## config.mk

```make
export PLATFORM = sky130hd
export DESIGN_NAME = tmr_timer8
export DESIGN_NICKNAME = d
export VERILOG_FILES = /design/src/rtl/tmr_pkg.sv /design/src/rtl/tmr_phase_sync.sv /design/src/rtl/tmr_timer8.sv
export SDC_FILE = /design/constraint.sdc
export NUM_CORES = 1
export LEC_CHECK = 0
export BUFFER_PORTS_ARGS = -buffer_cell sky130_fd_sc_hd__buf_2
export CAP_MARGIN = 20
export CORE_MARGIN = 2
export CORE_UTILIZATION = 35
export CTS_BUF_LIST = sky130_fd_sc_hd__clkbuf_16
export DETAILED_ROUTE_END_ITERATION = 7
export HOLD_SLACK_MARGIN = 0.02
export PLACE_DENSITY = 0.52
export SLEW_MARGIN = 20
export SYNTH_ARGS = -nofsm -noshare
export SYNTH_HDL_FRONTEND = slang
export SYNTH_SLANG_ARGS = --single-unit
```

## constraint.sdc

```tcl
create_clock -name REF_CLK_IN -period 1.43 [get_ports REF_CLK_IN]
set_input_delay 0.143 -clock REF_CLK_IN [delete_from_list [all_inputs] [get_ports REF_CLK_IN]]
set_output_delay 0.143 -clock REF_CLK_IN [all_outputs]
set_load 0.02 [all_outputs]
```

## src/rtl/tmr_pkg.sv

```systemverilog
// Constants shared by the eight-bit timer and its phase generator.
package tmr_pkg;

  // ****************************************
  // Register map
  // ****************************************
  localparam logic [6:0] TMR_ADDR_INTCTL = 7'h0B;
  localparam logic [6:0] TMR_ADDR_COUNT = 7'h15;
  localparam logic [6:0] TMR_ADDR_OPTION = 7'h16;

  // ****************************************
  // Field positions and reset values
  // ****************************************
  localparam int TMR_INTCTL_IRQ_EN_BIT = 5;
  localparam int TMR_INTCTL_FLAG_BIT = 2;
  localparam int TMR_OPT_SRC_BIT = 5;
  localparam int TMR_OPT_BYPASS_BIT = 3;
  localparam int TMR_OPT_SEL_LSB = 0;
  localparam int TMR_OPT_SEL_W = 3;
  localparam logic [7:0] TMR_OPT_MASK = 8'h2F;
  localparam logic [7:0] TMR_INTCTL_RST = 8'h00;
  localparam logic [7:0] TMR_COUNT_RST = 8'h00;
  localparam logic [7:0] TMR_OPT_RST = 8'h00;
  localparam logic [7:0] TMR_COUNT_MAX = 8'hFF;

  // ****************************************
  // Instruction cycle phases
  // ****************************************
  localparam int TMR_PHASES = 4;
  typedef enum logic [3:0] {
    TMR_PH_ONE = 4'h1,
    TMR_PH_TWO = 4'h2,
    TMR_PH_THREE = 4'h4,
    TMR_PH_FOUR = 4'h8
  } tmr_phase_t;

endpackage : tmr_pkg

```

## src/rtl/tmr_phase_sync.sv

```systemverilog
// Instruction phase sequencer and two-flop synchroniser for the count pin.
`timescale 1ns/1ps
module tmr_phase_sync
  import tmr_pkg::*;
(
  // Clock and reset
  input wire logic clk_in,
  input wire logic rst_n_in,
  input wire logic ce_in,
  // External pin and results
  input wire logic pin_in,
  output logic pin_sync_out,
  output logic phase_two_out,
  output logic phase_four_out
);

  tmr_phase_t phase_q;
  tmr_phase_t phase_d;
  logic meta_q;
  logic sync_q;

  // Four phases make one instruction cycle.
  always_comb begin
    case (phase_q)
      TMR_PH_ONE: phase_d = TMR_PH_TWO;
      TMR_PH_TWO: phase_d = TMR_PH_THREE;
      TMR_PH_THREE: phase_d = TMR_PH_FOUR;
      TMR_PH_FOUR: phase_d = TMR_PH_ONE;
      default: phase_d = TMR_PH_ONE;
    endcase
  end

  // Phase register advances only while the clock enable is high.
  always_ff @(posedge clk_in or negedge rst_n_in) begin
    if (!rst_n_in) begin
      phase_q <= TMR_PH_ONE;
    end else if (ce_in) begin
      phase_q <= phase_d;
    end
  end

  // The first stage feeds only the second, so metastability never reaches logic.
  always_ff @(posedge clk_in or negedge rst_n_in) begin
    if (!rst_n_in) begin
      meta_q <= 1'b0;
      sync_q <= 1'b0;
    end else if (ce_in) begin
      meta_q <= pin_in;
      sync_q <= meta_q;
    end
  end

  // Outputs.
  assign pin_sync_out = sync_q;
  assign phase_two_out = (phase_q == TMR_PH_TWO);
  assign phase_four_out = (phase_q == TMR_PH_FOUR);

endmodule : tmr_phase_sync

```

## src/rtl/tmr_timer8.sv

```systemverilog
// Eight-bit timer/counter with prescaler, overflow flag and sleep freeze.
// Functional notes
// [RULE1] The prescaler sits in the count path only while the bypass bit is clear.
// [RULE2] With the bypass bit set the count steps once per input event.
// [RULE3] Eight prescale ratios from 1:2 to 1:256 are chosen by a 3-bit select field.
// [RULE4] Select value n divides by two to the power n+1.
// [RULE5] The prescaler count is never visible to or writable by software.
// [RULE6] Any write to the count register also clears the prescaler.
// [RULE7] This prescaler serves the timer alone; the watchdog keeps its own.
// [RULE8] The interrupt condition rises when the count wraps from FFh to 00h.
// [RULE9] Every wrap sets the overflow flag whatever the interrupt enable says.
// [RULE10] Hardware never clears the overflow flag; software clears it by a write.
// [RULE11] An overflow reaches the interrupt request only when its enable bit is set.
// [RULE12] In counter mode the external count edge is synchronised to the instruction clock.
// [RULE13] Synchronisation samples the prescaler output on phase two and phase four.
// [RULE14] During sleep the timer stops and the count register holds its value.
// [RULE15] A timer overflow is never a wake-up source from sleep.
// [RULE16] In timer mode the prescaler, or the count when bypassed, steps once per instruction cycle.
`timescale 1ns/1ps
module tmr_timer8
  import tmr_pkg::*;
#(
  parameter int PRE_W = 8
) (
  // Clock, reset and enables
  input wire logic REF_CLK_IN,
  input wire logic NRST_IN,
  input wire logic CE_IN,
  input wire logic SLEEP_IN,
  // Core register port
  input wire logic [6:0] REG_ADDR_IN,
  input wire logic [7:0] REG_WDATA_IN,
  input wire logic REG_WE_IN,
  input wire logic REG_RE_IN,
  output logic [7:0] REG_RDATA_OUT,
  // Pin and interrupt
  input wire logic EXT_COUNT_IN,
  output logic IRQ_OUT
);

  // ****************************************
  // Reset release and phases
  // ****************************************
  logic rst_meta_q;
  logic rst_n_q;
  logic pin_sync;
  logic phase_two;
  logic phase_four;

  // Reset asserts at once and releases through two flops.
  always_ff @(posedge REF_CLK_IN or negedge NRST_IN) begin
    if (!NRST_IN) begin
      rst_meta_q <= 1'b0;
      rst_n_q <= 1'b0;
    end else begin
      rst_meta_q <= 1'b1;
      rst_n_q <= rst_meta_q;
    end
  end

  tmr_phase_sync u_phase (
    .clk_in(REF_CLK_IN),
    .rst_n_in(rst_n_q),
    .ce_in(CE_IN),
    .pin_in(EXT_COUNT_IN),
    .pin_sync_out(pin_sync),
    .phase_two_out(phase_two),
    .phase_four_out(phase_four)
  );

  // ****************************************
  // Registers
  // ****************************************
  logic [7:0] intctl_q;
  logic [7:0] option_q;
  logic [7:0] count_q;
  logic [PRE_W-1:0] pre_q;
  logic pin_prev_q;
  logic samp_q;
  logic pre_out_prev_q;
  logic wr_intctl;
  logic wr_count;
  logic wr_option;
  logic run;
  logic src_ext;
  logic bypass;
  logic [TMR_OPT_SEL_W-1:0] sel;
  logic event_in;
  logic pre_out;
  logic samp_d;
  logic inc;
  logic wrap;

  assign wr_intctl = REG_WE_IN && (REG_ADDR_IN == TMR_ADDR_INTCTL);
  assign wr_count = REG_WE_IN && (REG_ADDR_IN == TMR_ADDR_COUNT);
  assign wr_option = REG_WE_IN && (REG_ADDR_IN == TMR_ADDR_OPTION);
  assign run = CE_IN && !SLEEP_IN; // [RULE14]
  assign src_ext = option_q[TMR_OPT_SRC_BIT];
  assign bypass = option_q[TMR_OPT_BYPASS_BIT];
  assign sel = option_q[TMR_OPT_SEL_LSB +: TMR_OPT_SEL_W];

  // An input event is one instruction cycle in timer mode or a synchronised rising pin edge otherwise.
  assign event_in = src_ext ? (pin_sync && !pin_prev_q) : phase_four; // [RULE12] [RULE16]

  // Prescaler bit n toggles every 2^n events, so its rising edge divides by 2^(n+1).
  assign pre_out = pre_q[sel]; // [RULE3] [RULE4]

  // Counter mode samples its source only on phase two and phase four.
  assign samp_d = (phase_two || phase_four) ? (bypass ? pin_sync : pre_out) : samp_q; // [RULE13]

  // Pick the increment: bypass in timer mode steps straight on the cycle.
  always_comb begin
    if (src_ext) begin
      inc = samp_d && !samp_q && (phase_two || phase_four); // [RULE12] [RULE13]
    end else if (bypass) begin
      inc = event_in; // [RULE2] [RULE16]
    end else begin
      inc = pre_out && !pre_out_prev_q; // [RULE1]
    end
  end

  assign wrap = run && inc && !wr_count && (count_q == TMR_COUNT_MAX); // [RULE8]

  // Prescaler is private to the timer and cleared by any count write.
  always_ff @(posedge REF_CLK_IN or negedge rst_n_q) begin
    if (!rst_n_q) begin
      pre_q <= '0;
    end else if (CE_IN) begin
      if (wr_count) begin
        pre_q <= '0; // [RULE6] [RULE7]
      end else if (run && !bypass && event_in) begin
        pre_q <= pre_q + 1'b1; // [RULE1] [RULE16]
      end
    end
  end

  // Edge trackers, held during sleep, so an edge that arises in sleep still appears on wake.
  always_ff @(posedge REF_CLK_IN or negedge rst_n_q) begin
    if (!rst_n_q) begin
      pin_prev_q <= 1'b0;
      samp_q <= 1'b0;
      pre_out_prev_q <= 1'b0;
    end else if (run) begin
      pin_prev_q <= pin_sync;
      samp_q <= samp_d;
      pre_out_prev_q <= wr_count ? 1'b0 : pre_out;
    end
  end

  // Count register: a software write wins over a same-cycle increment.
  always_ff @(posedge REF_CLK_IN or negedge rst_n_q) begin
    if (!rst_n_q) begin
      count_q <= TMR_COUNT_RST;
    end else if (CE_IN) begin
      if (wr_count) begin
        count_q <= REG_WDATA_IN;
      end else if (run && inc) begin
        count_q <= count_q + 8'h01; // [RULE14]
      end
    end
  end

  // Option register steering source, bypass and ratio.
  always_ff @(posedge REF_CLK_IN or negedge rst_n_q) begin
    if (!rst_n_q) begin
      option_q <= TMR_OPT_RST;
    end else if (CE_IN && wr_option) begin
      option_q <= REG_WDATA_IN & TMR_OPT_MASK;
    end
  end

  // Interrupt control: the flag is set by hardware and only a write clears it; set beats clear.
  always_ff @(posedge REF_CLK_IN or negedge rst_n_q) begin
    if (!rst_n_q) begin
      intctl_q <= TMR_INTCTL_RST;
    end else if (CE_IN) begin
      if (wr_intctl) begin
        intctl_q <= REG_WDATA_IN; // [RULE10]
      end
      if (wrap) begin
        intctl_q[TMR_INTCTL_FLAG_BIT] <= 1'b1; // [RULE9]
      end
    end
  end

  // Read data is registered; the prescaler has no address at all.
  always_ff @(posedge REF_CLK_IN or negedge rst_n_q) begin
    if (!rst_n_q) begin
      REG_RDATA_OUT <= 8'h00;
    end else if (CE_IN && REG_RE_IN) begin
      case (REG_ADDR_IN)
        TMR_ADDR_INTCTL: REG_RDATA_OUT <= intctl_q;
        TMR_ADDR_COUNT: REG_RDATA_OUT <= count_q;
        TMR_ADDR_OPTION: REG_RDATA_OUT <= option_q; // [RULE5]
        default: REG_RDATA_OUT <= 8'h00;
      endcase
    end
  end

  // The request is a plain level with no wake path; sleep freezes the count, so no overflow can occur.
  assign IRQ_OUT = intctl_q[TMR_INTCTL_FLAG_BIT] && intctl_q[TMR_INTCTL_IRQ_EN_BIT]; // [RULE11] [RULE15]

  // ****************************************
  // Assertions
  // ****************************************
  a_wrap_sets_flag: assert property (@(posedge REF_CLK_IN) disable iff (!rst_n_q) // [RULE9]
    wrap |=> intctl_q[TMR_INTCTL_FLAG_BIT]) else $error("overflow flag not set after wrap");
  a_flag_no_hw_clear: assert property (@(posedge REF_CLK_IN) disable iff (!rst_n_q) // [RULE10]
    $fell(intctl_q[TMR_INTCTL_FLAG_BIT]) |-> $past(wr_intctl)) else $error("flag cleared without write");
  a_irq_gated_enable: assert property (@(posedge REF_CLK_IN) disable iff (!rst_n_q) // [RULE11]
    $rose(IRQ_OUT) |-> $past(CE_IN && (wrap || wr_intctl)) && intctl_q[TMR_INTCTL_IRQ_EN_BIT])
    else $error("irq rose without an overflow or register write, or without enable");
  a_wrap_to_zero: assert property (@(posedge REF_CLK_IN) disable iff (!rst_n_q) // [RULE8]
    wrap |=> count_q == 8'h00) else $error("count did not wrap to zero");
  a_sleep_holds_count: assert property (@(posedge REF_CLK_IN) disable iff (!rst_n_q) // [RULE14]
    SLEEP_IN && !wr_count |=> $stable(count_q)) else $error("count moved during sleep");
  a_write_clears_pre: assert property (@(posedge REF_CLK_IN) disable iff (!rst_n_q) // [RULE6]
    CE_IN && wr_count |=> pre_q == '0) else $error("prescaler not cleared by count write");
  a_bypass_pre_idle: assert property (@(posedge REF_CLK_IN) disable iff (!rst_n_q) // [RULE1]
    bypass && !wr_count && CE_IN |=> $stable(pre_q)) else $error("prescaler moved while bypassed");
  a_timer_bypass_rate: assert property (@(posedge REF_CLK_IN) disable iff (!rst_n_q) // [RULE16]
    run && !src_ext && bypass && phase_four && !wr_count && !wr_option |=> count_q == $past(count_q) + 8'h01)
    else $error("bypassed timer missed an instruction cycle");
  a_ext_on_phases: assert property (@(posedge REF_CLK_IN) disable iff (!rst_n_q) // [RULE13]
    run && src_ext && !wr_count && !(phase_two || phase_four) |=> $stable(count_q))
    else $error("counter step off phase two or four");

endmodule : tmr_timer8

```

# == Word level (Yosys, flattened, before mapping) ==
# Cells that the tools add are included.
# totals
word_cells,71
mem_bits_rw,0
memories,0
rom_bits,0
reg_bits,48
out_inout_bits,9
latchBits,0
# classes
n_reduce_logical,30
n_addsub,2
n_mux,16
n_lt_le_gt_ge,1
div_mod_pow,0
shifts,0
eq_ne,8
bitwise_logic,0
multipliers,0
# op_table
cell,count
$mux 8,4
$pmux 8 s3,1
$add 8x1->8 const B,2
$logic_and 1x1->1,16
$eq 7x5->1 const B,2
$pmux 4 s3,1
$eq 8x8->1 const B,1
$mux 1,8
$reduce_and 2->1,4
$eq 7x4->1 const B,1
$logic_not 1->1,6
$reduce_bool 2->1,3
$eq 4x1->1 const B,1
$eq 4x2->1 const B,1
$eq 4x3->1 const B,1
$eq 4x4->1 const B,1
$lt 3x4->1 const B,1
$bmux 1 s3,1
$mux 3,1
$logic_or 1x1->1,1

# == Depth between registers and ports, before layout ==
# depth
word_depth,12
mapped_depth,7
depth_no_buf,6

# == Modules after synthesis ==
# From an unflattened synthesis, not the netlist that was laid out.
# hier_totals
hier_cells,242
area_unflattened_um2,2551.2
# modules_own_cells
module,seq_area_each_um2,area_per_inst_um2,instances,cells_each
tmr_timer8,1051.0,2259.7,1,218
tmr_phase_sync,151.4,291.5,1,24

# == Worst setup path before layout ==
# Ideal clock, no wire load.
# synth_timing
kind,reg-to-reg
startpoint,register u_phase.phase_q[1]
endpoint,register count_q[1]
stages_incl_launch_ff,7
arrival_ns,2.278
required_time_ns,1.305
period_less_slack_ns,2.403
setup_ns,0.125
setup_slack_ns,-0.973
cell_sequence,dfrtp_1 -> or4b_4 -> or4_4 -> o211a_1 -> buf_6 -> a22oi_4 -> mux2_4
# synth_via
elab_chain_cells,9
elab_cells_between_ends,12
# synth_lines
element,line,source
from (decl),tmr_phase_sync.sv:17,tmr_phase_t phase_q;
from (signal assigned),tmr_phase_sync.sv:38,phase_q <= phase_d;
$eq 4x2->1 or $eq 4x4->1 (tied branches),"tmr_phase_sync.sv:55, tmr_phase_sync.sv:56",
$logic_or 1x1->1,"tmr_timer8.sv:109, tmr_timer8.sv:114",
$mux 1,tmr_timer8.sv:109,assign samp_d = (phase_two || phase_four) ? (bypass ? pin_sync : pre_out) : samp_q;
$logic_and 1x1->1 (2 in a row),tmr_timer8.sv:114,inc = samp_d && !samp_q && (phase_two || phase_four);
$mux 1 (*),tmr_timer8.sv:113,if (src_ext) begin
$logic_and 1x1->1 (*),tmr_timer8.sv:157,end else if (run && inc) begin
$reduce_bool 2->1 (no line) (*),-,
$reduce_and 2->1 (no line) (*),-,
to (signal assigned),tmr_timer8.sv:158,count_q <= count_q + 8'h01;
to (decl),tmr_timer8.sv:76,logic [7:0] count_q;
# Mark *: on every way between the ends. The rest lies on a longest branch, timed or not.
# A chain may end at the register's enable or synchronous reset.

# == Final worst setup path ==
# layout_timing
startpoint,register u_phase.phase_q[0]
endpoint,register count_q[3]
# Same word-level chain as after synthesis.

==> flow_summary.toml <==
[run_status]
outcome = "complete, but fails checks"
failed_checks = "negative setup slack"

[detailed_routing]
vias = 2415
drc = 0
drt_iter0_markers = 104
viasPerCell = 5.284
wl_mm = 7.379
post_drt_wl_per_cell_um = 16.15
ant_nets = 0
first_pass_iters = 4

[cells_and_area]
fillers = 695
regArea_um2 = 1204
drive_gt1_share_pct = 45.53
multi_input_comb_area_um2 = 1499
mostFrequentLayoutCells = "buf_4 (65), dfrtp_1 (46), buf_2 (29)"
final_core_util_pct = 51.25
design_area_um2 = 3717
n_antenna_cell = 0
final_common_cell = "buf_4"
final_cells = 457
syn2layout_area_growth_pct = 41.81
nets = 381

[worst_hold_path]
hold_class = "in -> reg"
hold_depth = 2

[pwr]
vdd_drop_max_v = 0.0008587
leakage_nw = 1.716
power-per-cell-area_nw_per_um2 = 1081

[floorplan]
core-area_um2 = 7253
io_pins = 31
start_util_pct = 36.14
rows = 31
die_w_um = 90.54
die_height_um = 90.54
dieArea_um2 = 8197

[sta]
fin_tns_setup_ns = -11.61
max_freq_mhz = 427.6
fin_crit_sh_pct = 163.5
holdWs_ns = 0.1155
clock_skew_ns = 0.005027
period_minus_slack_ns = 2.339
finalSetupViolations = 17
setup_ws_ns = -0.9085
rsz0062_at_grt = "true"
slew_viol_final = 0
hold_viol_final = 0

[cts]
cts_tree = "built"
clk_latency_ns = 0.29
htreeDepth = 2
cts_buffers = 5
cts.path.max_buffers = 2
cts.sinks = 48
path_clk_slew_ns = 0.06
cts-root-buf = "clkbuf_16"

[synthesis]
netlist_top_cells_area = "dfrtp_1 (45%), mux2_2 (6.0%), nand2_1 (4.0%)"
syn_inst = 258
ys.flop_type = "dfrtp_1"
seq_area_frac_synth_pct = 45.87
synth_edf_count = 0
syn_area_um2 = 2621
ys_types = 58
yosys.area.top_type = "dfrtp_1"
syn_nets = 282
ys_warn_count = 0
ys_ff_latch = 48
synth_top_area_share_pct = 44.87
ys_async_sr_fraction_pct = 100.0
syn_avg_cell_area_um2 = 10.16

[setup_path]
path_max_fanout = 8
arrival_ns = 2.54
cp-end-kind = "flip-flop"
rr_worst_depth = 5
critPathKind = "reg -> reg"
cp.required_ns = 1.63
cp-start-kind = "flip-flop"

[global_routing]
grt_pass1_vias = 2279
grt_max_degree = 20
overflow = 0
grt_util_all_layers_pct = 17.76
grt_antenna_before_repair = 0
grt_pass1_wl_mm = 11.64

[placement]
dpl.hpwl_mm = 5.363
place_congestion = 0.8237
placed_area_um2 = 3378
port_buffers = 30
dpl.cell_count = 442

[run]
cap_violations = 0
-- cell usage after synthesis, drive strengths merged (2+ instances only) --
cell type / instances
a21oi: 11
a221oi: 4
a222oi: 3
a22o: 5
a22oi: 5
a2bb2oi: 6
a31o: 5
and2: 3
and3: 5
buf: 3
clkbuf: 7
dfrtp: 47
ha: 2
inv: 6
mux2: 15
mux2i: 7
nand2: 28
nand2b: 2
nand3: 12
nand3b: 2
nand4: 3
nor2: 22
nor2b: 2
nor3: 2
o211a: 2
o21ai: 19
o31ai: 3
or3: 2
or3b: 2
or4: 3
or4b: 2
xor2: 2
-- worst paths after layout --
check / from / end / slack (ns)
max in group asynchronous: rst_n_q / pre_q[3] / 0.68
max: u_phase.phase_q[0] / count_q[3] / -0.91
min: EXT_COUNT_IN / u_phase.meta_q / 0.12
min in group asynchronous: NRST_IN / rst_n_q / 0.17
min reg2reg: rst_n_q / count_q[0] / 0.23
max reg2reg: u_phase.phase_q[0] / count_q[3] / -0.91
-- where the power goes --
| part | switching, mW | internal (mW) | total [mW] |
|---|---|---|---|
| Clock | 0.507 | 0.637 | 1.14 |
| Combinational | 0.562 | 0.652 | 1.21 |
| Sequential | 0.127 | 1.53 | 1.66 |
-- metal layers --
layer | wire length [µm] | up-vias | share of wire [%] | global-route usage (%)
met1 | 3640 | 1173 | 49 | 27.01
met2 | 3236 | 75 | 44 | 26.37
met4 | 162 | 0 | 2.2 | 4.615
met5 | 0 | - | 0 | 0
li1 | - | 1155 | - | -
met3 | 340 | 12 | 4.6 | 2.588
-- worst max-delay path, stage by stage, from the launching register on --
cell,delay (ns)
dfstp_2,0.37
or4b_4,0.54
or4_4,0.50
o211a_4,0.20
a222oi_1,0.41
a2bb2oi_1,0.22
-- state kept, by name (all words and copies together), names as in the netlist --
register and count:
u_phase.phase_q 4, intctl_q 8, u_phase.meta_q 1, REG_RDATA_OUT 8
rst_meta_q 1, pre_out_prev_q 1, pre_q 8, count_q 8
samp_q 1, u_phase.pin_sync_out 1, pin_prev_q 1, option_q 5
rst_n_q 1
-- what timing repair did --
action	4_1_cts	5_1_grt
setup buffers	0	6
pin swaps	3	12
hold buffers	1	0
endpoints found under the setup margin	23	20
gates cloned	0	1
endpoints found under the hold margin	2	0
gates resized for setup	14	14
-- cells by family (layout without fill, tap and decap cells) --
kind of cell	count (synthesis)	count (layout)	synth area share, %
flip-flops	48	48	45.87
other	1	1	0.1431
AND/OR/NAND/NOR	97	97	20.14
buffers and inverters	16	115	3.628
AO/OA/AOI/OAI	69	70	19.00
XOR/XNOR	3	3	1.003
multiplexers	22	22	9.260
adder cells (fa/ha/maj)	2	2	0.9545
-- stage by stage --
step	setup WS [ns]	power (mW)
after floorplan	-0.9509	2.244
after global placement	-0.8741	2.759
after detailed placement	-0.8849	2.773
after CTS	-0.8033	3.942
after global routing	-0.9153	4.230
final	-0.9085	4.017
-- layout make-up --
class	count	share of cell area [%]
multi-input combinational	195	40.32
sequential	48	32.38
timing repair buffer	101	19.59
clock buffer	5	3.366
tap	99	3.332
inverter	6	0.6059
clock inverter	3	0.4039
Note: power is estimated with default switching activity, not from simulation.
